===== src/hbsv_pkg.sv =====
// Contract
// Acknowledge driven once select and address strobe low.
// Acknowledge driven high then released after strobe.
// Read data driven once data strobe asserted.
// Read data valid when acknowledge falls.
// Data bus released after data strobe rises.
// Host holds data strobe until acknowledge seen.
// Host idles control one clock between cycles.
// Host presents write data before fourth edge.
// Fixed variant captures write data fourth edge.
// Fixed read data valid by ratio-dependent bound.
// Fixed variant drives bus under enables, releases after.
// Fixed variant access lasts exactly ten clocks.
// Block-transfer functions unavailable in fixed variant.
// One variant selected at reset, other ignored.
package hbsv_pkg;
  localparam int HBSV_DATA_W = 16;
  localparam int HBSV_ADDR_W = 17;
  localparam logic [3:0] HBSV_WR_EDGE = 4'h4;
  localparam logic [3:0] HBSV_FIXED_LEN = 4'hA;
  localparam logic [3:0] HBSV_ACK_DELAY = 4'h3;
  localparam logic [3:0] HBSV_RD_LAT_DIV1 = 4'h5;
  localparam logic [3:0] HBSV_RD_LAT_DIV2 = 4'h8;
  localparam logic [3:0] HBSV_RD_LAT_DIV3 = 4'hA;
  localparam logic [3:0] HBSV_RD_LAT_DIV4 = 4'hD;
  localparam logic HBSV_VARIANT_ACK = 1'b0;
  localparam logic HBSV_VARIANT_FIXED = 1'b1;
endpackage : hbsv_pkg


===== src/hbsv_bus_if.sv =====
`timescale 1ns/1ns
interface hbsv_bus_if;
  logic [16:0] addr;
  logic rd_wr_n;
  logic [1:0] transfer_size;
  logic addr_strobe_n;
  logic data_strobe_n;
  logic ack_chip_select_n;
  logic upper_strobe_n;
  logic lower_strobe_n;
  logic fixed_chip_select_n;
  logic low_byte_enable_n;
  logic high_byte_enable_n;
  logic output_enable_n;
  logic [15:0] host_data;
  logic host_data_oe;
  logic [15:0] dev_data;
  logic dev_data_oe;
  logic port_size_ack_n;
  logic port_size_ack_oe;
  modport device (
    input addr, rd_wr_n, transfer_size, addr_strobe_n, data_strobe_n, ack_chip_select_n,
    input upper_strobe_n, lower_strobe_n, fixed_chip_select_n, low_byte_enable_n,
    input high_byte_enable_n, output_enable_n, host_data, host_data_oe,
    output dev_data, dev_data_oe, port_size_ack_n, port_size_ack_oe
  );
  modport host (
    output addr, rd_wr_n, transfer_size, addr_strobe_n, data_strobe_n, ack_chip_select_n,
    output upper_strobe_n, lower_strobe_n, fixed_chip_select_n, low_byte_enable_n,
    output high_byte_enable_n, output_enable_n, host_data, host_data_oe,
    input dev_data, dev_data_oe, port_size_ack_n, port_size_ack_oe
  );
endinterface : hbsv_bus_if


===== src/hbsv_device.sv =====
`timescale 1ns/1ns
module hbsv_device
  import hbsv_pkg::*;
#(
  parameter int ADDR_W = HBSV_ADDR_W,
  parameter int DATA_W = HBSV_DATA_W
)
(
  input wire logic sys_clk_in,
  input wire logic resetn_in,
  input wire logic variant_sel_in,
  input wire logic [1:0] mclk_div_in,
  hbsv_bus_if.device bus,
  output logic wr_valid_out,
  output logic [16:0] wr_addr_out,
  output logic [15:0] wr_data_out,
  output logic [1:0] wr_be_out,
  output logic rd_req_out,
  output logic [16:0] rd_addr_out,
  input wire logic [15:0] rd_data_in,
  output logic blt_enable_out
);
  // ------------------------------------------------------------
  // Variant latch and cycle tracking.
  // ------------------------------------------------------------
  typedef enum logic [2:0] {HBSV_IDLE = 3'b001, HBSV_BUSY = 3'b010, HBSV_DONE = 3'b100} hbsv_state_e;
  hbsv_state_e st_r, st_nxt;
  logic variant_r, variant_nxt, strap_done_r, strap_done_nxt;
  logic [3:0] cnt_r, cnt_nxt;
  logic [15:0] rdat_r, rdat_nxt;
  logic ack_n_r, ack_n_nxt, ack_oe_r, ack_oe_nxt;
  logic wr_v_r, wr_v_nxt, rd_q_r, rd_q_nxt;
  logic [15:0] wdat_r, wdat_nxt;
  logic [1:0] be_r, be_nxt;
  logic [16:0] adr_r, adr_nxt;
  logic [3:0] rd_lat, rd_pt;
  logic ack_sel, ack_ds, fix_sel, fix_rd, is_rd;
  // ------------------------------------------------------------
  // Width checks.
  // ------------------------------------------------------------
  if (ADDR_W != HBSV_ADDR_W || DATA_W != HBSV_DATA_W)
  begin : g_bad_width
    $error("Bus widths must match the interface.");
  end
  // ------------------------------------------------------------
  // Fixed variant read timing.
  // ------------------------------------------------------------
  always_comb
  begin
    case (mclk_div_in)
      2'h0: rd_lat = HBSV_RD_LAT_DIV1;
      2'h1: rd_lat = HBSV_RD_LAT_DIV2;
      2'h2: rd_lat = HBSV_RD_LAT_DIV3;
      default: rd_lat = HBSV_RD_LAT_DIV4;
    endcase
  end
  // Latencies past the fixed cycle load data one edge before it ends.
  assign rd_pt = (rd_lat < HBSV_FIXED_LEN) ? rd_lat - 4'h1 : HBSV_FIXED_LEN - 4'h2;
  // ------------------------------------------------------------
  // Strobe decode.
  // ------------------------------------------------------------
  // Strobes of the inactive variant are masked off.
  assign ack_sel = (variant_r == HBSV_VARIANT_ACK) && strap_done_r && !bus.ack_chip_select_n && !bus.addr_strobe_n;
  assign ack_ds = ack_sel && !bus.data_strobe_n;
  assign fix_sel = (variant_r == HBSV_VARIANT_FIXED) && strap_done_r && !bus.fixed_chip_select_n
                   && (!bus.low_byte_enable_n || !bus.high_byte_enable_n);
  assign fix_rd = fix_sel && !bus.output_enable_n;
  assign is_rd = (variant_r == HBSV_VARIANT_ACK) ? bus.rd_wr_n : !bus.output_enable_n;
  // The block-transfer path is disabled in the fixed variant.
  assign blt_enable_out = strap_done_r && (variant_r == HBSV_VARIANT_ACK);
  // ------------------------------------------------------------
  // Next state.
  // ------------------------------------------------------------
  always_comb
  begin
    st_nxt = st_r;
    variant_nxt = variant_r;
    strap_done_nxt = 1'b1;
    cnt_nxt = cnt_r;
    rdat_nxt = rdat_r;
    ack_n_nxt = ack_n_r;
    ack_oe_nxt = ack_oe_r;
    wr_v_nxt = 1'b0;
    rd_q_nxt = 1'b0;
    wdat_nxt = wdat_r;
    be_nxt = be_r;
    adr_nxt = adr_r;
    if (!strap_done_r)
    begin
      variant_nxt = variant_sel_in;
    end
    case (st_r)
      HBSV_IDLE:
      begin
        cnt_nxt = 4'h1;
        if (ack_sel || fix_sel)
        begin
          st_nxt = HBSV_BUSY;
          adr_nxt = bus.addr;
          be_nxt = (variant_r == HBSV_VARIANT_ACK) ? {!bus.upper_strobe_n, !bus.lower_strobe_n}
                                                   : {!bus.high_byte_enable_n, !bus.low_byte_enable_n};
          rd_q_nxt = is_rd;
          ack_oe_nxt = ack_sel;
          ack_n_nxt = 1'b1;
        end
      end
      HBSV_BUSY:
      begin
        cnt_nxt = cnt_r + 4'h1;
        if (cnt_r == HBSV_WR_EDGE - 4'h1 && !is_rd)
        begin
          wdat_nxt = bus.host_data;
          wr_v_nxt = 1'b1;
        end
        // The ack variant loads memory data the edge after the request pulse.
        if (cnt_r == 4'h1 && is_rd && variant_r == HBSV_VARIANT_ACK)
        begin
          rdat_nxt = rd_data_in;
        end
        if (variant_r == HBSV_VARIANT_ACK)
        begin
          if (cnt_r >= HBSV_ACK_DELAY && !bus.data_strobe_n)
          begin
            ack_n_nxt = 1'b0;
          end
          if (bus.addr_strobe_n || bus.ack_chip_select_n)
          begin
            ack_n_nxt = 1'b1;
            st_nxt = HBSV_DONE;
          end
        end
        else
        begin
          if (cnt_r == rd_pt && is_rd)
          begin
            rdat_nxt = rd_data_in;
          end
          if (cnt_r == HBSV_FIXED_LEN - 4'h1)
          begin
            st_nxt = HBSV_DONE;
          end
        end
      end
      HBSV_DONE:
      begin
        ack_oe_nxt = 1'b0;
        ack_n_nxt = 1'b1;
        if (!ack_sel && !fix_sel)
        begin
          st_nxt = HBSV_IDLE;
        end
      end
      default:
      begin
        st_nxt = HBSV_IDLE;
      end
    endcase
  end
  // ------------------------------------------------------------
  // Registers.
  // ------------------------------------------------------------
  always_ff @(posedge sys_clk_in or negedge resetn_in)
  begin
    if (!resetn_in)
    begin
      st_r <= HBSV_IDLE;
      variant_r <= HBSV_VARIANT_ACK;
      strap_done_r <= 1'b0;
      cnt_r <= 4'h0;
      rdat_r <= 16'h0000;
      ack_n_r <= 1'b1;
      ack_oe_r <= 1'b0;
      wr_v_r <= 1'b0;
      rd_q_r <= 1'b0;
      wdat_r <= 16'h0000;
      be_r <= 2'h0;
      adr_r <= 17'h00000;
    end
    else
    begin
      st_r <= st_nxt;
      variant_r <= variant_nxt;
      strap_done_r <= strap_done_nxt;
      cnt_r <= cnt_nxt;
      rdat_r <= rdat_nxt;
      ack_n_r <= ack_n_nxt;
      ack_oe_r <= ack_oe_nxt;
      wr_v_r <= wr_v_nxt;
      rd_q_r <= rd_q_nxt;
      wdat_r <= wdat_nxt;
      be_r <= be_nxt;
      adr_r <= adr_nxt;
    end
  end
  // ------------------------------------------------------------
  // Pin drive.
  // ------------------------------------------------------------
  assign bus.port_size_ack_n = ack_n_r;
  assign bus.port_size_ack_oe = ack_oe_r;
  assign bus.dev_data = rdat_r;
  // Data drive follows the read strobes and drops as they rise.
  assign bus.dev_data_oe = (st_r == HBSV_BUSY) && is_rd && (ack_ds || fix_rd);
  assign wr_valid_out = wr_v_r;
  assign wr_addr_out = adr_r;
  assign wr_data_out = wdat_r;
  assign wr_be_out = be_r;
  assign rd_req_out = rd_q_r;
  assign rd_addr_out = adr_r;
endmodule : hbsv_device


===== src/flat_wrapper.sv =====
// flat-port wrapper written by rule: the top's interface ports become plain ports
module hbsv_device_flat import hbsv_pkg::*;
#(
  parameter int ADDR_W = HBSV_ADDR_W,
  parameter int DATA_W = HBSV_DATA_W
)
  (sys_clk_in, resetn_in, variant_sel_in, mclk_div_in, wr_valid_out, wr_addr_out, wr_data_out, wr_be_out, rd_req_out, rd_addr_out, rd_data_in, blt_enable_out, bus_addr, bus_rd_wr_n, bus_transfer_size, bus_addr_strobe_n, bus_data_strobe_n, bus_ack_chip_select_n, bus_upper_strobe_n, bus_lower_strobe_n, bus_fixed_chip_select_n, bus_low_byte_enable_n, bus_high_byte_enable_n, bus_output_enable_n, bus_host_data, bus_host_data_oe, bus_dev_data, bus_dev_data_oe, bus_port_size_ack_n, bus_port_size_ack_oe);
  hbsv_bus_if bus_i ();
  input wire logic sys_clk_in;
  input wire logic resetn_in;
  input wire logic variant_sel_in;
  input wire logic [1:0] mclk_div_in;
  output logic wr_valid_out;
  output logic [16:0] wr_addr_out;
  output logic [15:0] wr_data_out;
  output logic [1:0] wr_be_out;
  output logic rd_req_out;
  output logic [16:0] rd_addr_out;
  input wire logic [15:0] rd_data_in;
  output logic blt_enable_out;
  input wire logic [$bits(bus_i.addr)-1:0] bus_addr;
  input wire logic [$bits(bus_i.rd_wr_n)-1:0] bus_rd_wr_n;
  input wire logic [$bits(bus_i.transfer_size)-1:0] bus_transfer_size;
  input wire logic [$bits(bus_i.addr_strobe_n)-1:0] bus_addr_strobe_n;
  input wire logic [$bits(bus_i.data_strobe_n)-1:0] bus_data_strobe_n;
  input wire logic [$bits(bus_i.ack_chip_select_n)-1:0] bus_ack_chip_select_n;
  input wire logic [$bits(bus_i.upper_strobe_n)-1:0] bus_upper_strobe_n;
  input wire logic [$bits(bus_i.lower_strobe_n)-1:0] bus_lower_strobe_n;
  input wire logic [$bits(bus_i.fixed_chip_select_n)-1:0] bus_fixed_chip_select_n;
  input wire logic [$bits(bus_i.low_byte_enable_n)-1:0] bus_low_byte_enable_n;
  input wire logic [$bits(bus_i.high_byte_enable_n)-1:0] bus_high_byte_enable_n;
  input wire logic [$bits(bus_i.output_enable_n)-1:0] bus_output_enable_n;
  input wire logic [$bits(bus_i.host_data)-1:0] bus_host_data;
  input wire logic [$bits(bus_i.host_data_oe)-1:0] bus_host_data_oe;
  output wire logic [$bits(bus_i.dev_data)-1:0] bus_dev_data;
  output wire logic [$bits(bus_i.dev_data_oe)-1:0] bus_dev_data_oe;
  output wire logic [$bits(bus_i.port_size_ack_n)-1:0] bus_port_size_ack_n;
  output wire logic [$bits(bus_i.port_size_ack_oe)-1:0] bus_port_size_ack_oe;
  assign bus_i.addr = bus_addr;
  assign bus_i.rd_wr_n = bus_rd_wr_n;
  assign bus_i.transfer_size = bus_transfer_size;
  assign bus_i.addr_strobe_n = bus_addr_strobe_n;
  assign bus_i.data_strobe_n = bus_data_strobe_n;
  assign bus_i.ack_chip_select_n = bus_ack_chip_select_n;
  assign bus_i.upper_strobe_n = bus_upper_strobe_n;
  assign bus_i.lower_strobe_n = bus_lower_strobe_n;
  assign bus_i.fixed_chip_select_n = bus_fixed_chip_select_n;
  assign bus_i.low_byte_enable_n = bus_low_byte_enable_n;
  assign bus_i.high_byte_enable_n = bus_high_byte_enable_n;
  assign bus_i.output_enable_n = bus_output_enable_n;
  assign bus_i.host_data = bus_host_data;
  assign bus_i.host_data_oe = bus_host_data_oe;
  assign bus_dev_data = bus_i.dev_data;
  assign bus_dev_data_oe = bus_i.dev_data_oe;
  assign bus_port_size_ack_n = bus_i.port_size_ack_n;
  assign bus_port_size_ack_oe = bus_i.port_size_ack_oe;
  hbsv_device #(.ADDR_W(ADDR_W), .DATA_W(DATA_W)) u_core (.sys_clk_in(sys_clk_in), .resetn_in(resetn_in), .variant_sel_in(variant_sel_in), .mclk_div_in(mclk_div_in), .bus(bus_i), .wr_valid_out(wr_valid_out), .wr_addr_out(wr_addr_out), .wr_data_out(wr_data_out), .wr_be_out(wr_be_out), .rd_req_out(rd_req_out), .rd_addr_out(rd_addr_out), .rd_data_in(rd_data_in), .blt_enable_out(blt_enable_out));
endmodule

===== config.mk =====
export PLATFORM = sky130hd
export DESIGN_NAME = hbsv_device_flat
export DESIGN_NICKNAME = d
export VERILOG_FILES = /design/src/hbsv_pkg.sv /design/src/hbsv_bus_if.sv /design/src/hbsv_device.sv /design/src/flat_wrapper.sv
export SDC_FILE = /design/constraint.sdc
export NUM_CORES = 1
export LEC_CHECK = 0
export BUFFER_PORTS_ARGS = -buffer_cell sky130_fd_sc_hd__buf_2
export CAP_MARGIN = 25
export CORE_MARGIN = 2
export CORE_UTILIZATION = 25
export CTS_BUF_LIST = sky130_fd_sc_hd__clkbuf_4
export DETAILED_ROUTE_END_ITERATION = 10
export SYNTH_ARGS = -nofsm -noshare
export SYNTH_HDL_FRONTEND = slang
export SYNTH_SLANG_ARGS = --single-unit
export TNS_END_PERCENT = 50

===== constraint.sdc =====
create_clock -name sys_clk_in -period 2.1 [get_ports sys_clk_in]
set_input_delay 0.42 -clock sys_clk_in [delete_from_list [all_inputs] [get_ports sys_clk_in]]
set_output_delay 0.42 -clock sys_clk_in [all_outputs]
set_load 0.01 [all_outputs]

# Word level (Yosys, flattened, before mapping)

Index checks and enable logic that the tools add are counted.
W data, S select, Z words.

Flip-flop bits (word level): 64
Input bits: 67
Output and inout port bits: 74
Logic and storage cells: 98

$add $sub $neg: 2
Order comparisons: 2
Equality and inequality tests: 15
Muxes and demuxes: 25
Bitwise logic cells: 1
Reduce and logical (&&, ||, !) cells: 41

Operators by type and width:

| kind                  | number |
|---|---|
| $mux W16              | 3 |
| $logic_and A1 B1 Y1   | 16 |
| $mux W3               | 5 |
| $logic_not A1 Y1      | 12 |
| $pmux W4 S3           | 1 |
| $mux W1               | 10 |
| $pmux W3 S3           | 1 |
| $pmux W4 S2           | 1 |
| $reduce_and A4 Y1     | 2 |
| $ne A3 B1 Y1 const B  | 2 |
| $reduce_and A2 Y1     | 3 |
| $add A4 B1 Y4 const B | 1 |
| $eq A4 B1 Y1 const B  | 1 |
| $eq A4 B2 Y1 const B  | 1 |
| $eq A4 B4 Y1          | 1 |
| $eq A4 B4 Y1 const B  | 1 |
| $ge A4 B2 Y1 const B  | 1 |
| $logic_or A1 B1 Y1    | 4 |
| $lt A4 B4 Y1 const B  | 1 |
| $mux W4               | 1 |
| $ne A2 B1 Y1 const B  | 2 |
| $reduce_bool A2 Y1    | 2 |
| $sub A4 B1 Y4 const B | 1 |
| $eq A3 B1 Y1 const B  | 1 |
| other kinds (12)      | 12 |

# Depth between registers and ports, before layout

Gate-level depths: netlist of the first run.

Word-level depth: 8
Depth in mapped cells: 8
Mapped depth without buffers: 6

# Worst setup path before layout of the first run

OpenSTA, ideal clock, no wires.

Path kind: register -> output
From: register u_core.st_r[2]
To: output bus_dev_data_oe
Arrival: 1528 ps
Data required time: 1680 ps
Slack: 152 ps
Cell stages (with the launch flop): 6
Buffers on the path: 3
Path through: dfrtp_1 buf_2 or3b_1 clkbuf_1 clkbuf_1 nor3b_1

Cells in the longest elaborated chain, start to end: 3

RTL lines:

| what                              | line               | source |
|---|---|---|
| from (decl)                       | hbsv_device.sv:27  | `hbsv_state_e st_r, st_nxt;` |
| from (signal assigned)            | hbsv_device.sv:181 | `st_r <= st_nxt;` |
| $eq A3 B2 Y1                      | hbsv_device.sv:202 | `assign bus.dev_data_oe = (st_r == HBSV_BUSY) && is_rd && (ack_ds \|\| fix_rd);` |
| $logic_and A1 B1 Y1 (2 in series) | hbsv_device.sv:202 |  |
| to (decl)                         | flat_wrapper.sv:36 | `output wire logic [$bits(bus_i.dev_data_oe)-1:0] bus_dev_data_oe;` |

No other way between the ends.

# Worst setup path in the final report of the first run

From: register u_core.variant_r
To: output bus_dev_data_oe

Cells in the longest elaborated chain, start to end: 7
Elaborated cells on any way between the ends: 13
Classes of those cells: mux (1); bitwise (1); reduce/logical (11)

RTL lines:

| what                              | line               | source |
|---|---|---|
| from (decl)                       | hbsv_device.sv:28  | `logic variant_r, variant_nxt, strap_done_r, strap_done_nxt;` |
| from (signal assigned)            | hbsv_device.sv:182 | `variant_r <= variant_nxt;` |
| $not A1 Y1                        | hbsv_device.sv:63  | `assign ack_sel = (variant_r == HBSV_VARIANT_ACK) && strap_done_r && !bus.ack_chip_select_n && !bus.addr_strobe ...` |
| $logic_and A1 B1 Y1 (3 in series) | hbsv_device.sv:63  |  |
| $logic_and A1 B1 Y1               | hbsv_device.sv:64  | `assign ack_ds = ack_sel && !bus.data_strobe_n;` |
| $logic_or A1 B1 Y1                | hbsv_device.sv:202 |  |
| $logic_and A1 B1 Y1 *             | hbsv_device.sv:202 |  |

Mark *: on every way between the ends. The rest lies on a longest branch, timed or not.

==> metrics list, run 1 <==
* Worst-Margin Slew: 0.761 ns
- After clock tree synthesis, the clock-pin slew on the worst setup and hold paths is 0.11 ns.
* Boundary pin count: 141
- After detailed routing, the total wire length is 10.4 mm.
- Wire length of the first global-routing pass: 15.9 mm
- Of the total synthesized cell area, the portion taken by full adders, half adders and majority gates is 0.00705.
- Final worst-path cycle share: 1.13
- Post-route insts no fill: 644
* Area taken by flip-flops and latches: 1600 um2
- Counting flops and latches in the post-synthesis netlist gives 64.
- Dividing the detail-routed via count by the number of cells gives 4.88.
- Least setup slack across all paths after layout: -0.281 ns
- In this run the deepest clock path goes through 2 buffers.
* Gr usage total: 0.138
- Library cell used as clock root buffer: sky130_fd_sc_hd__clkbuf_4
- STA classifies the critical path startpoint as a flip-flop.
- After technology mapping, the gate count stands at 334.
* Instance count after placement with tap cells included: 629
* Final-stage net count: 529
- In the final timing run, aggregate negative setup slack is -0.281 ns.
* Die area: 15200 um2
- Cell types occupying the most area after synthesis: sky130_fd_sc_hd__dfrtp_1 44%, sky130_fd_sc_hd__mux2_4 7.2%, sky130_fd_sc_hd__nand3_1 4.5%
* Post-synthesis cell type count: 52
* Critical Path AT: 1.96 ns
* Max-cap violation count: 0
- Setup repair after global routing could not meet its margin everywhere.
- After routing the design area is 4510 um2.
- For this run, design rule violations remaining after detail routing come to 0.
* Port-buffer cells: 137
- In this run the core area contains 43 standard-cell rows.
* Share of cells above drive strength 1: 0.448
- Total count of max-transition violations in the final report: 0
- Violated checks: setup timing
- Required time at the endpoint of the critical path: 1.68 ns
- CTS H-tree depth: 3
* Filler instances: 1448
- The library cell used most frequently in the layout, excluding fill and tap cells, is sky130_fd_sc_hd__buf_2.
- Final GP Congestion: 0.766
- Yosys mapped a number of flops with a built-in enable equal to 0.
* Largest driver fanout on the critical path: 2
- The count of nets left with antenna violations once routing finished came out at 0.
* Leading cell types in the layout, fill and taps excluded: 137 x sky130_fd_sc_hd__buf_2, 62 x sky130_fd_sc_hd__dfrtp_1, 32 x sky130_fd_sc_hd__nand3_1
- Entering global routing, the biggest net connects 33 pins.
- Total of warnings raised by yosys: 0
* Antenna violations before repair: 0
- In the final layout, the multi-input gates occupy 1620 um2.
* Power per Cell Area: 709 nW/um2
- A synthesized cell averages 10.6 um2.
* Die Span Y: 123 um
* Asr flop ratio synth: 1.00
- Summing over every cut layer, the via total after detailed routing is 3141.
* Main combinational cell family by area after synthesis: simple AND/OR/NAND/NOR gates
- The synthesized-area fraction occupied by ao, oa, aoi and oai cells is 0.106.
- Remaining global-route overflow: 0
* WL per Instance: 16.1 um
- Of the total synthesized cell area, the portion taken by XOR and XNOR cells is 0.00247.
* Part of the Yosys area used for sequential elements: 0.452
* Area overhead of the layout relative to synthesis: 27.1%
* F_max: 420 MHz
* Detail Placement HPWL: 7.28 mm
- The share of synthesized area in the top cell type comes to 0.437.
* Die boundary width: 123 um
* Kind of critical path: flip-flop to output pin
- Vias in the first global route: 3107
- Setup violations remaining at the end of the flow were counted as 1.
* Number of detailed-routing iterations run before antenna repair: 4
- Syn Nets: 403
- Leakage component of the power: 0.00218 uW
- Antenna diode count: 0
- VDD sags by at most 0.000312 V.
- The min-delay analysis places its worst path in the category primary input to flip-flop.
* TritonCTS clock tree: built
- Post-synthesis instance area: 3550 um2
- The worst setup path is captured at an output pin.
* Cell type with the highest aggregate area in the netlist: sky130_fd_sc_hd__dfrtp_1
* Worst-skew pair later-pin latency: 0.44 ns
* CTS sink count: 64
- Placed standard-cell area: 4390 um2
- The count of final hold-check violations is 0.
- Clock tree synthesis inserted a total of 9 buffers.
* Status: complete, but fails checks
* Period minus WS final: 2.38 ns
- Fraction of synthesized area in multiplexers: 0.141
- Minimum setup slack after placement: -0.212 ns
- In the synthesized netlist the dominant register cell turns out to be sky130_fd_sc_hd__dfrtp_1.
- Post-layout utilization of the core: 0.325
- Of the total synthesized cell area, the portion taken by AND, OR, NAND and NOR gates is 0.192.
- Post-Route Skew: 0.0181 ns
* Remaining max-slew budget at the tightest pin: 0.490
* Core area: 13900 um2
- The initial utilization of the core area, before any placement, comes to 0.256.
* Detailed router's first-iteration violation count: 183
-- through the flow --
| step | total power (uW) | hold WS, ns |
|---|---|---|
| final | 3200 | 0.192 |
| after global routing | 3430 | 0.148 |
| after CTS | 3270 | 0.137 |
| after detailed placement | 2530 | 0.417 |
| after global placement | 2510 | 0.407 |
| after floorplan | 2230 | 0.124 |
-- timing repair --
| item | in CTS | in global routing |
|---|---|---|
| hold buffers | 1 | 0 |
| pin swaps | 2 | 0 |
| endpoints found under the setup margin | 8 | 1 |
| resized for setup | 4 | 0 |
| hold endpoints to repair | 15 | 0 |
| buffers inserted | 0 | 0 |
-- synth_stat cells (all sizes together), types with 2 or more instances --
master,count
nand2,5
a22oi,3
nor4,16
a22o,2
nand3b,2
inv,23
a311oi,16
ha,2
dfstp,2
a211o,2
clkbuf,15
nand3,32
o22ai,2
dfrtp,62
nor2b,4
buf,27
mux2,36
nor3b,3
o21ai,10
or2,2
mux2i,3
nand4,17
nor2,7
a21oi,7
and2,17
-- report_power, final --
part           leakage, uW  internal (uW)  switching (uW)
Combinational      0.00137            500             472
Sequential        0.000751           1400             135
Clock            0.0000571            238             458
Total              0.00218           2130            1060
-- logic make-up after synthesis --
kind of cell | Yosys count
compound gates | 50
xor+xnor | 1
fa+ha+maj | 2
buf+inv | 65
flops | 64
mux | 39
other cells | 1
simple gates | 112
-- critical path, stage by stage, from the launching register on --
cell	delay, ns
sky130_fd_sc_hd__dfrtp_1	0.40
sky130_fd_sc_hd__or4b_4	0.50
sky130_fd_sc_hd__o22ai_2	0.21
sky130_fd_sc_hd__nor3b_4	0.25
sky130_fd_sc_hd__buf_2	0.17
-- state kept, by name (all words and copies together) (netlist names) --
register,flops
u_core.rd_addr_out,17
u_core.wr_be_out,2
u_core.st_r,3
u_core.rd_req_out,1
u_core.variant_r,1
u_core.cnt_r,4
u_core.bus.dev_data,16
u_core.strap_done_r,1
u_core.bus.port_size_ack_n,1
u_core.bus.port_size_ack_oe,1
u_core.wr_data_out,16
u_core.wr_valid_out,1
-- path summary, 6_finish.rpt --
check,endpoint,slack [ns],depth (start not counted),start
setup reg to reg,u_core.rd_addr_out[16]$_DFFE_PN0P_,0.14,6,u_core.variant_r$_DFFE_PN0N_
max in group asynchronous,u_core.st_r[0]$_DFFE_PN1P_,1.05,3,resetn_in
setup / recovery,bus_dev_data_oe,-0.28,4,u_core.variant_r$_DFFE_PN0N_
min in group asynchronous,u_core.cnt_r[1]$_DFFE_PN0N_,0.47,2,resetn_in
hold / removal,u_core.wr_data_out[13]$_DFFE_PN0P_,0.19,2,bus_host_data[13]
hold reg to reg,u_core.wr_data_out[13]$_DFFE_PN0P_,0.50,1,u_core.wr_data_out[13]$_DFFE_PN0P_
-- cell type report --
| cell class | instances | share of cell area |
|---|---|---|
| Clock buffer | 10 | 0.0166 |
| Clock inverter | 5 | 0.00554 |
| Inverter | 23 | 0.0191 |
| Multi-Input combinational cell | 205 | 0.359 |
| Sequential cell | 64 | 0.355 |
| Tap cell | 180 | 0.0499 |
| Timing Repair Buffer | 157 | 0.195 |
-- layer usage --
layer,track usage,wire [um],vias to the layer above
met5,0,0,-
met4,0.0511,135,0
met3,0.0447,686,13
met2,0.223,5120,130
met1,0.171,4440,1549
li1,-,-,1449
Note: power is estimated with default switching activity, not from simulation.
==> run 2: changes to the inputs <==
--- a/config.mk
+++ b/config.mk
@@ -8,7 +8,7 @@
 export BUFFER_PORTS_ARGS = -buffer_cell sky130_fd_sc_hd__buf_2
 export CAP_MARGIN = 25
 export CORE_MARGIN = 2
-export CORE_UTILIZATION = 25
+export CORE_UTILIZATION = 35
 export CTS_BUF_LIST = sky130_fd_sc_hd__clkbuf_4
 export DETAILED_ROUTE_END_ITERATION = 10
 export SYNTH_ARGS = -nofsm -noshare
==> constraint.sdc (replaced) <==
create_clock -name sys_clk_in -period 2.8 [get_ports sys_clk_in]
set_input_delay 0.56 -clock sys_clk_in [delete_from_list [all_inputs] [get_ports sys_clk_in]]
set_output_delay 0.56 -clock sys_clk_in [all_outputs]
set_load 0.01 [all_outputs]
==> metrics list, run 2 (synthesis results as in run 1) <==
- The run finished with clean final reports.
- The sink count of the clock tree is 64 (unchanged).
- Clock slew seen by the registers of the worst setup and hold paths: 0.12 ns (about the same)
- In the finished design, the share of the clock period the worst path needs comes to 0.890.
- The detailed-route wire length per cell was 15.6 um (-3.4%).
* Worst hold path type: primary input to async pin
* Leakage component of the power: 0.00213 uW (-2.5%)
- The fraction of power consumed by the clock network is 0.226 (+0.008).
* Critical Path AT: 1.93 ns (-0.03 ns)
- Placed standard-cell area: 4220 um2 (-3.9%)
* Port-buffer cells: 137 (unchanged)
- Vias in the first global route: 2977 (-4.2%)
- The met3 usage in global routing is 0.0356 (-0.00918).
- Gr usage total: 0.167 (+0.0287)
* Required time at the endpoint of the critical path: 2.24 ns (+0.56 ns)
* Area overhead of the layout relative to synthesis: 22.7%
- Switching Fraction: 0.333 (about the same)
- Area taken by flip-flops and latches: 1600 um2 (unchanged)
* Leading cell types in the layout, fill and taps excluded: 137 x sky130_fd_sc_hd__buf_2, 62 x sky130_fd_sc_hd__dfrtp_1, 32 x sky130_fd_sc_hd__nand3_1
- The critical path goes through or4b_4 > o22ai_1 > nor3b_1 > buf_2.
* Instance count after placement with tap cells included: 571 (-9.2%)
- CTS H-tree depth: 3 (unchanged)
- The aggregate negative setup slack is 0 ns (+0.281 ns).
* Busiest metal layer after global routing: met2
- Antenna viol nets, final: 0 (unchanged)
- GR Layer Usage met2: 0.274 (+0.0509)
- The iteration-0 DRC count of the detailed router was 174 (-4.9%).
* Worst-Margin Slew: 0.640 ns (-0.121 ns)
* Average vias per placed instance: 5.19 (+6.4%)
- CTS buffer count: 9 (unchanged)
* Flip-flop count of the largest register, all copies and words added: 17 (unchanged)
- The die area was 11000 um2 (-28%).
* Worst Reg-to-Reg Cells: 4 (-2)
- The remaining routing DRC violations came to 0 (unchanged).
- The final standard cell count with taps included and fillers excluded is 588 (-8.7%).
* Sort of element at the start of the critical path: flip-flop
* TritonCTS clock tree: built
* Wire length of the first global-routing pass: 14.9 mm (-6.0%)
* Finished layout cell area: 4360 um2 (-3.5%)
* Net load switching power: 796 uW (-25%)
* Remaining global-route overflow: 0 (unchanged)
* Final-stage net count: 519 (-1.9%)
- Count of instances resized after the clock tree is built: 0 (-4)
- The I/O pin total was 141 (unchanged).
* Die Span Y: 105 um (-15%)
- Largest driver fanout on the critical path: 3 (+1)
- Core area: 9820 um2 (-29%)
- Filler instances: 1012 (-30%)
* Antenna violations before repair: 0 (unchanged)
* Buffering stage count on the worst path with inverters included: 1 (unchanged)
- Initial Util: 0.362 (+0.106)
- The pin count of the biggest net entering global routing was 42 (+27%).
- The width of the die is 105 um (-15%).
- The number of cell rows was 36 (-16%).
- The tree is rooted in a sky130_fd_sc_hd__clkbuf_4.
- The worst register-to-register path ends at u_core.rd_addr_out[2]$_DFFE_PN0P_.
* Crit. End Element: output pin
* Overall power consumption: 2390 uW (-25%)
- The final setup skew is 0.0138 ns (-0.00434 ns).
- Counting I/O delays and the setup requirement, the final critical path takes 2.49 ns.
- Final Routed Wirelength: 9.15 mm (-12%)
* Worst-skew pair later-pin latency: 0.39 ns (-0.05 ns)
- Via count: 3051 (-2.9%)
- Final setup vio count: 0 (-1)
- Worst VDD drop: 0.000244 V (-22%)
- The critical path in this run is classified as flip-flop to output pin.
- Internal Dissipation: 1600 uW (-25%)
- The worst slew margin relative to its limit came to 0.574 (+0.0840).
- The count of hold-fix buffers inserted at cts came to 0 (-1).
- Maximum count of clock buffers along a single path: 2 (unchanged)
- The met1 global-route usage is 0.221 (+0.0501).
* Sequential Power Share: 0.479 (about the same)
* Worst R2R Start: u_core.variant_r$_DFFE_PN0N_
- The library cell used most frequently in the layout, excluding fill and tap cells, is sky130_fd_sc_hd__buf_2.
- Detail Placement HPWL: 6.38 mm (-12%)
* Final GP Congestion: 0.769 (+0.42%)
- Area taken by multi-input logic gates: 1590 um2 (-1.6%)
* Antenna diode count: 0 (unchanged)
- The max-slew violation count was 0 (unchanged).
- The max-cap check violation count is 0 (unchanged).
- Static timing analysis puts the maximum clock frequency at 401 MHz.
- The part of the total power dissipated in combinational logic was 0.295 (-0.009).
- Highest cell delay on the worst timing path: 0.58 ns (+0.08 ns)
- Kind of cell with the highest combined delay on the critical path: simple AND/OR/NAND/NOR gates
- Share of cells above drive strength 1: 0.440 (-0.00872)
* Power per Cell Area: 549 nW/um2 (-23%)
- Setup repair after global routing missed its margin: false
- Hold Violations, Final: 0 (unchanged)
* Number of detailed-routing iterations run before antenna repair: 4 (unchanged)
- On the critical path, the stage with the largest delay is an instance of sky130_fd_sc_hd__or4b_4.
- Reg2reg setup slack: 0.66 ns (+0.52 ns)
* Postcts setup bufs: 0 (unchanged)
run 2: worst reg2reg max path, stage by stage (launching register included):
cell and delay [ns]:
sky130_fd_sc_hd__dfrtp_1 0.42, sky130_fd_sc_hd__or4b_4 0.58, sky130_fd_sc_hd__o22ai_4 0.24, sky130_fd_sc_hd__nand3b_4 0.36, sky130_fd_sc_hd__mux2_4 0.43
run 2: routing by layer:
metal | vias to the layer above | share of wire | wire length [um]
met3 | 6 | 0.033 | 305
li1 | 1438 | - | -
met4 | 0 | 0.0096 | 88
met2 | 87 | 0.51 | 4660
met5 | - | 0 | 0
met1 | 1520 | 0.45 | 4090
run 2: worst max-delay path by stage:
stage,start,end,slack (ns),cells after the start
floorplan,bus_ack_chip_select_n,bus_dev_data_oe,0.67,3
finish,u_core.variant_r$_DFFE_PN0N_,bus_dev_data_oe,0.31,4
CTS,u_core.variant_r$_DFFE_PN0N_,bus_dev_data_oe,0.28,4
global placement,bus_ack_chip_select_n,u_core.rd_addr_out[13]$_DFFE_PN0P_,0.44,5
global route,u_core.variant_r$_DFFE_PN0N_,bus_dev_data_oe,0.18,4
detailed placement,bus_ack_chip_select_n,u_core.rd_addr_out[8]$_DFFE_PN0P_,0.41,5
run 2: cell type report:
cell class | count | share of cell area
clock buffers | 9 | 0.0155
clock inverters | 7 | 0.0109
inverters | 23 | 0.0198
multi-input cells | 205 | 0.365
flip-flops and latches | 64 | 0.368
well taps | 133 | 0.0382
repair buffers | 147 | 0.182
run 2: power groups by stage:
stage	logic, uW	registers (uW)	clock network (uW)
5_1_grt	760	1170	611
3_5_place_dp	703	1160	0
2_1_floorplan	468	1200	0
3_3_place_gp	700	1160	0
6_report	706	1140	540
4_1_cts	706	1150	571
run 2: through the flow:
step                utilization  setup WS [ns]  hold slack (ns)
finish                    0.444          0.309            0.157
global route              0.444          0.183            0.138
CTS                       0.441          0.279            0.135
detailed placement        0.429          0.410            0.480
global placement          0.429          0.438            0.469
floorplan                     -          0.672            0.264
==> run 3: changes to the inputs <==
--- a/config.mk
+++ b/config.mk
@@ -5,11 +5,11 @@
 export SDC_FILE = /design/constraint.sdc
 export NUM_CORES = 1
 export LEC_CHECK = 0
+export ABC_AREA = 1
 export BUFFER_PORTS_ARGS = -buffer_cell sky130_fd_sc_hd__buf_2
 export CAP_MARGIN = 25
 export CORE_MARGIN = 2
 export CORE_UTILIZATION = 35
-export CTS_BUF_LIST = sky130_fd_sc_hd__clkbuf_4
 export DETAILED_ROUTE_END_ITERATION = 10
 export SYNTH_ARGS = -nofsm -noshare
 export SYNTH_HDL_FRONTEND = slang
==> constraint.sdc (replaced) <==
create_clock -name sys_clk_in -period 2.7 [get_ports sys_clk_in]
set_input_delay 0.54 -clock sys_clk_in [delete_from_list [all_inputs] [get_ports sys_clk_in]]
set_output_delay 0.54 -clock sys_clk_in [all_outputs]
set_load 0.01 [all_outputs]
==> metrics list, run 3 <==
- The share of the synthesized area in the top cell type came to 0.528 (+0.0912).
- Worst hold path type: primary input to async pin
- The worst setup path is captured at an output pin.
- Slowest stage cell on the critical path: sky130_fd_sc_hd__dfrtp_1
* Final-stage net count: 538 (+3.7%)
* Remaining max-slew budget at the tightest pin: 0.467 (-0.107)
- Post-Route Skew: 0.00825 ns (-0.00551 ns)
- Synthesized netlist cell count: 348 (+4.2%)
- Vias in the first global route: 2372 (-20%)
* Compound-gate portion of the synthesized area: 0.0243 (-0.0814)
- Worst R2R Start: u_core.variant_r$_DFFE_PN0N_
- The number of synthesized register bits came to 64 (unchanged).
* Library cell used as clock root buffer: sky130_fd_sc_hd__clkbuf_8
- Static timing analysis puts the maximum clock frequency at 444 MHz.
* Period minus WS final: 2.25 ns
- After synthesis, the largest family of logic cells by area is simple AND/OR/NAND/NOR gates.
* DRC viols: 0 (unchanged)
- The delay of the slowest cell on the worst path was 0.55 ns (-0.03 ns).
* Core area: 8180 um2 (-17%)
- Antenna violations before repair: 0 (unchanged)
* Fraction of synthesized area in multiplexers: 0.00341 (-0.137)
* CTS sink count: 64 (unchanged)
* Worst-Margin Slew: 0.800 ns (+0.160 ns)
* Via count: 2559 (-16%)
- The net count after synthesis was 417 (+3.5%).
- The count of final setup violators was 0 (unchanged).
- The number of distinct library cells after synthesis came to 29 (-44%).
* Total count of max-transition violations in the final report: 0 (unchanged)
* Initial Util: 0.359 (-0.00227)
* Leakage component of the power: 0.00223 uW (+4.5%)
- Sort of element at the start of the critical path: flip-flop
* Die area: 9140 um2 (-17%)
- Wire length of the first global-routing pass: 10.7 mm (-28%)
- The power density over the cells came to 1050 nW/um2 (+92%).
* Gr usage total: 0.149 (-0.0172)
- Final GP Congestion: 0.857 (+11%)
- Cell types occupying the most area after synthesis: sky130_fd_sc_hd__dfrtp_1 53%, sky130_fd_sc_hd__nand2_1 20%, sky130_fd_sc_hd__nand3_1 6.5%
- The CTS H-tree depth came to 3 (unchanged).
* Flip-flop count of the largest register, all copies and words added: 17 (unchanged)
- The detailed-route vias per instance is 4.43 (-15%).
- The placed wire-length estimate after detailed placement was 4.86 mm (-24%).
- By count the netlist is led by 158 x sky130_fd_sc_hd__nand2_1, 62 x sky130_fd_sc_hd__dfrtp_1, 38 x sky130_fd_sc_hd__nand3_1.
- Number of detailed-routing iterations run before antenna repair: 5 (+1)
* Area share of and/or/nand/nor cells after synthesis: 0.315 (+0.123)
* Die boundary width: 95.6 um (-8.7%)
- Most common cell after layout, fill and taps aside: sky130_fd_sc_hd__nand2_1
* Kind of critical path: flip-flop to output pin
- Number of synthesized flops with an enable pin: 0 (unchanged)
- Mean Syn Cell Area: 8.44 um2 (-21%)
- The critical path data required time is 2.16 ns (-0.08 ns).
* Final worst-path cycle share: 0.834
* Setup TNS: 0 ns (unchanged)
* Worst VDD drop: 0.000509 V (+110%)
- In the layout the commonest cells are 158 x sky130_fd_sc_hd__nand2_1, 137 x sky130_fd_sc_hd__buf_2, 62 x sky130_fd_sc_hd__dfrtp_1.
- The biggest area contributor in the post-synthesis netlist is sky130_fd_sc_hd__dfrtp_1.
- The most critical setup path has its startpoint at u_core.variant_r$_DFFE_PN0N_.
- The area of the mapped netlist was 2940 um2 (-17%).
* Filler instances: 860 (-15%)
- The I/O pin total is 141 (unchanged).
- Cell with the most instances after synthesis: sky130_fd_sc_hd__nand2_1
- The xor/xnor share of the synthesized area is 0 (-0.00247).
- Clock slew seen by the registers of the worst setup and hold paths: 0.07 ns (-0.05 ns)
* Maximum count of clock buffers along a single path: 2 (unchanged)
* Max-cap violation count: 0 (unchanged)
- The share of flip-flops with an asynchronous set or reset after synthesis was 1.00 (unchanged).
- Antenna diode count: 0 (unchanged)
- Worst-skew pair later-pin latency: 0.33 ns (-0.06 ns)
- Status: complete, no violations
- Part of the Yosys area used for sequential elements: 0.546 (+0.0943)
- Die Span Y: 95.6 um (-8.7%)
- Top flip-flop cell by instance count after synthesis: sky130_fd_sc_hd__dfrtp_1
* WL per Instance: 11.6 um (-25%)
* Setup repair after global routing missed its margin: false
* TritonCTS clock tree: built
- The remaining antenna violation count is 0 (unchanged).
* Total of hold buffers inserted after clock tree synthesis: 0 (unchanged)
- The fraction of final layout cells with drive strength greater than 1 came to 0.359 (-0.0802).
- Area overhead of the layout relative to synthesis: 26.6%
- Count of instances resized after the clock tree is built: 0 (unchanged)
* Hold Violations, Final: 0 (unchanged)
- Remaining global-route overflow: 0 (unchanged)
- Number of cell rows: 33 (-8.3%)
- By instance count, the cell type seen most on the critical path is sky130_fd_sc_hd__nand2_1.
* Critical Path AT: 1.71 ns (-0.22 ns)
- The highest net fanout along the worst path is 8 (+5).
- Detailed router's first-iteration violation count: 82 (-53%)
- Adder-cell share of the synthesized area: 0.00852 (+0.00147)
- The detailed-route wire length is 6.72 mm (-27%).
- The fraction of the core area covered by cells at the end of the flow is 0.455 (+0.0112).
- The pin count of the biggest net entering global routing came to 65 (+55%).
* Cell-by-cell listing of the critical path: nand2_1 > nor2_1 > nand2_1 > o22ai_1 > nand2_1 > nor2_1 > buf_2
- Port-buffer cells: 137 (unchanged)
* Total of warnings raised by yosys: 0 (unchanged)
- The total CTS buffers was 9 (unchanged).
- Postcts setup bufs: 0 (unchanged)
==> run 3: cell families after synthesis <==
family	after synthesis
simple gates	220
flops	64
buf+inv	47
compound gates	13
fa+ha+maj	2
mux	1
other cells	1
==> run 3: through the flow <==
stage | hold WS, ns | worst slack [ns] | power, uW | instance area, um2 | std cells
floorplan | 0.244 | 0.879 | 2710 | 2940 | 348
global placement | 0.450 | 0.631 | 3220 | 3550 | 563
detailed placement | 0.455 | 0.633 | 3250 | 3550 | 563
CTS | 0.386 | 0.433 | 3990 | 3720 | 578
global route | 0.379 | 0.278 | 4280 | 3720 | 578
finish | 0.369 | 0.449 | 3920 | 3720 | 578
==> run 3: path summary, 6_finish.rpt <==
path	end	cells past startpoint	slack, ns
max	bus_dev_data_oe	7	0.45
min	u_core.cnt_r[1]$_DFFE_PN0N_	2	0.37
max reg2reg	u_core.wr_be_out[1]$_DFFE_PN0P_	7	0.77
min reg2reg	u_core.bus.dev_data[13]$_DFFE_PN0P_	2	0.47
max in group asynchronous	u_core.wr_data_out[1]$_DFFE_PN0P_	2	1.79
min in group sys_clk_in	u_core.wr_data_out[9]$_DFFE_PN0P_	3	0.41
==> run 3: worst max-delay path: cells and delay by family (launching register included) <==
kind,cells,cell delay [ns]
buffers and inverters,1,0.14
flip-flops,1,0.55
AO/OA/AOI/OAI,1,0.20
AND/OR/NAND/NOR,5,0.50
==> run 3: cell type report <==
type | instances | area (um2) | share of cell area
flip-flops and latches | 64 | 1600 | 0.431
multi-input cells | 237 | 1040 | 0.279
repair buffers | 139 | 701 | 0.188
clock buffers | 12 | 155 | 0.0417
well taps | 105 | 131 | 0.0353
inverters | 18 | 75.1 | 0.0202
clock inverters | 3 | 17.5 | 0.00471
==> run 3: metal layers <==
layer	global-route usage	wire, um
met5	0	0
met4	0.0333	31
met3	0.0506	469
met2	0.240	3150
met1	0.196	3060
==> run 3: where the power goes <==
| group | total, uW | internal (uW) | switching [uW] |
|---|---|---|---|
| clock | 714 | 375 | 338 |
| combinational | 1560 | 624 | 935 |
| sequential | 1650 | 1390 | 259 |
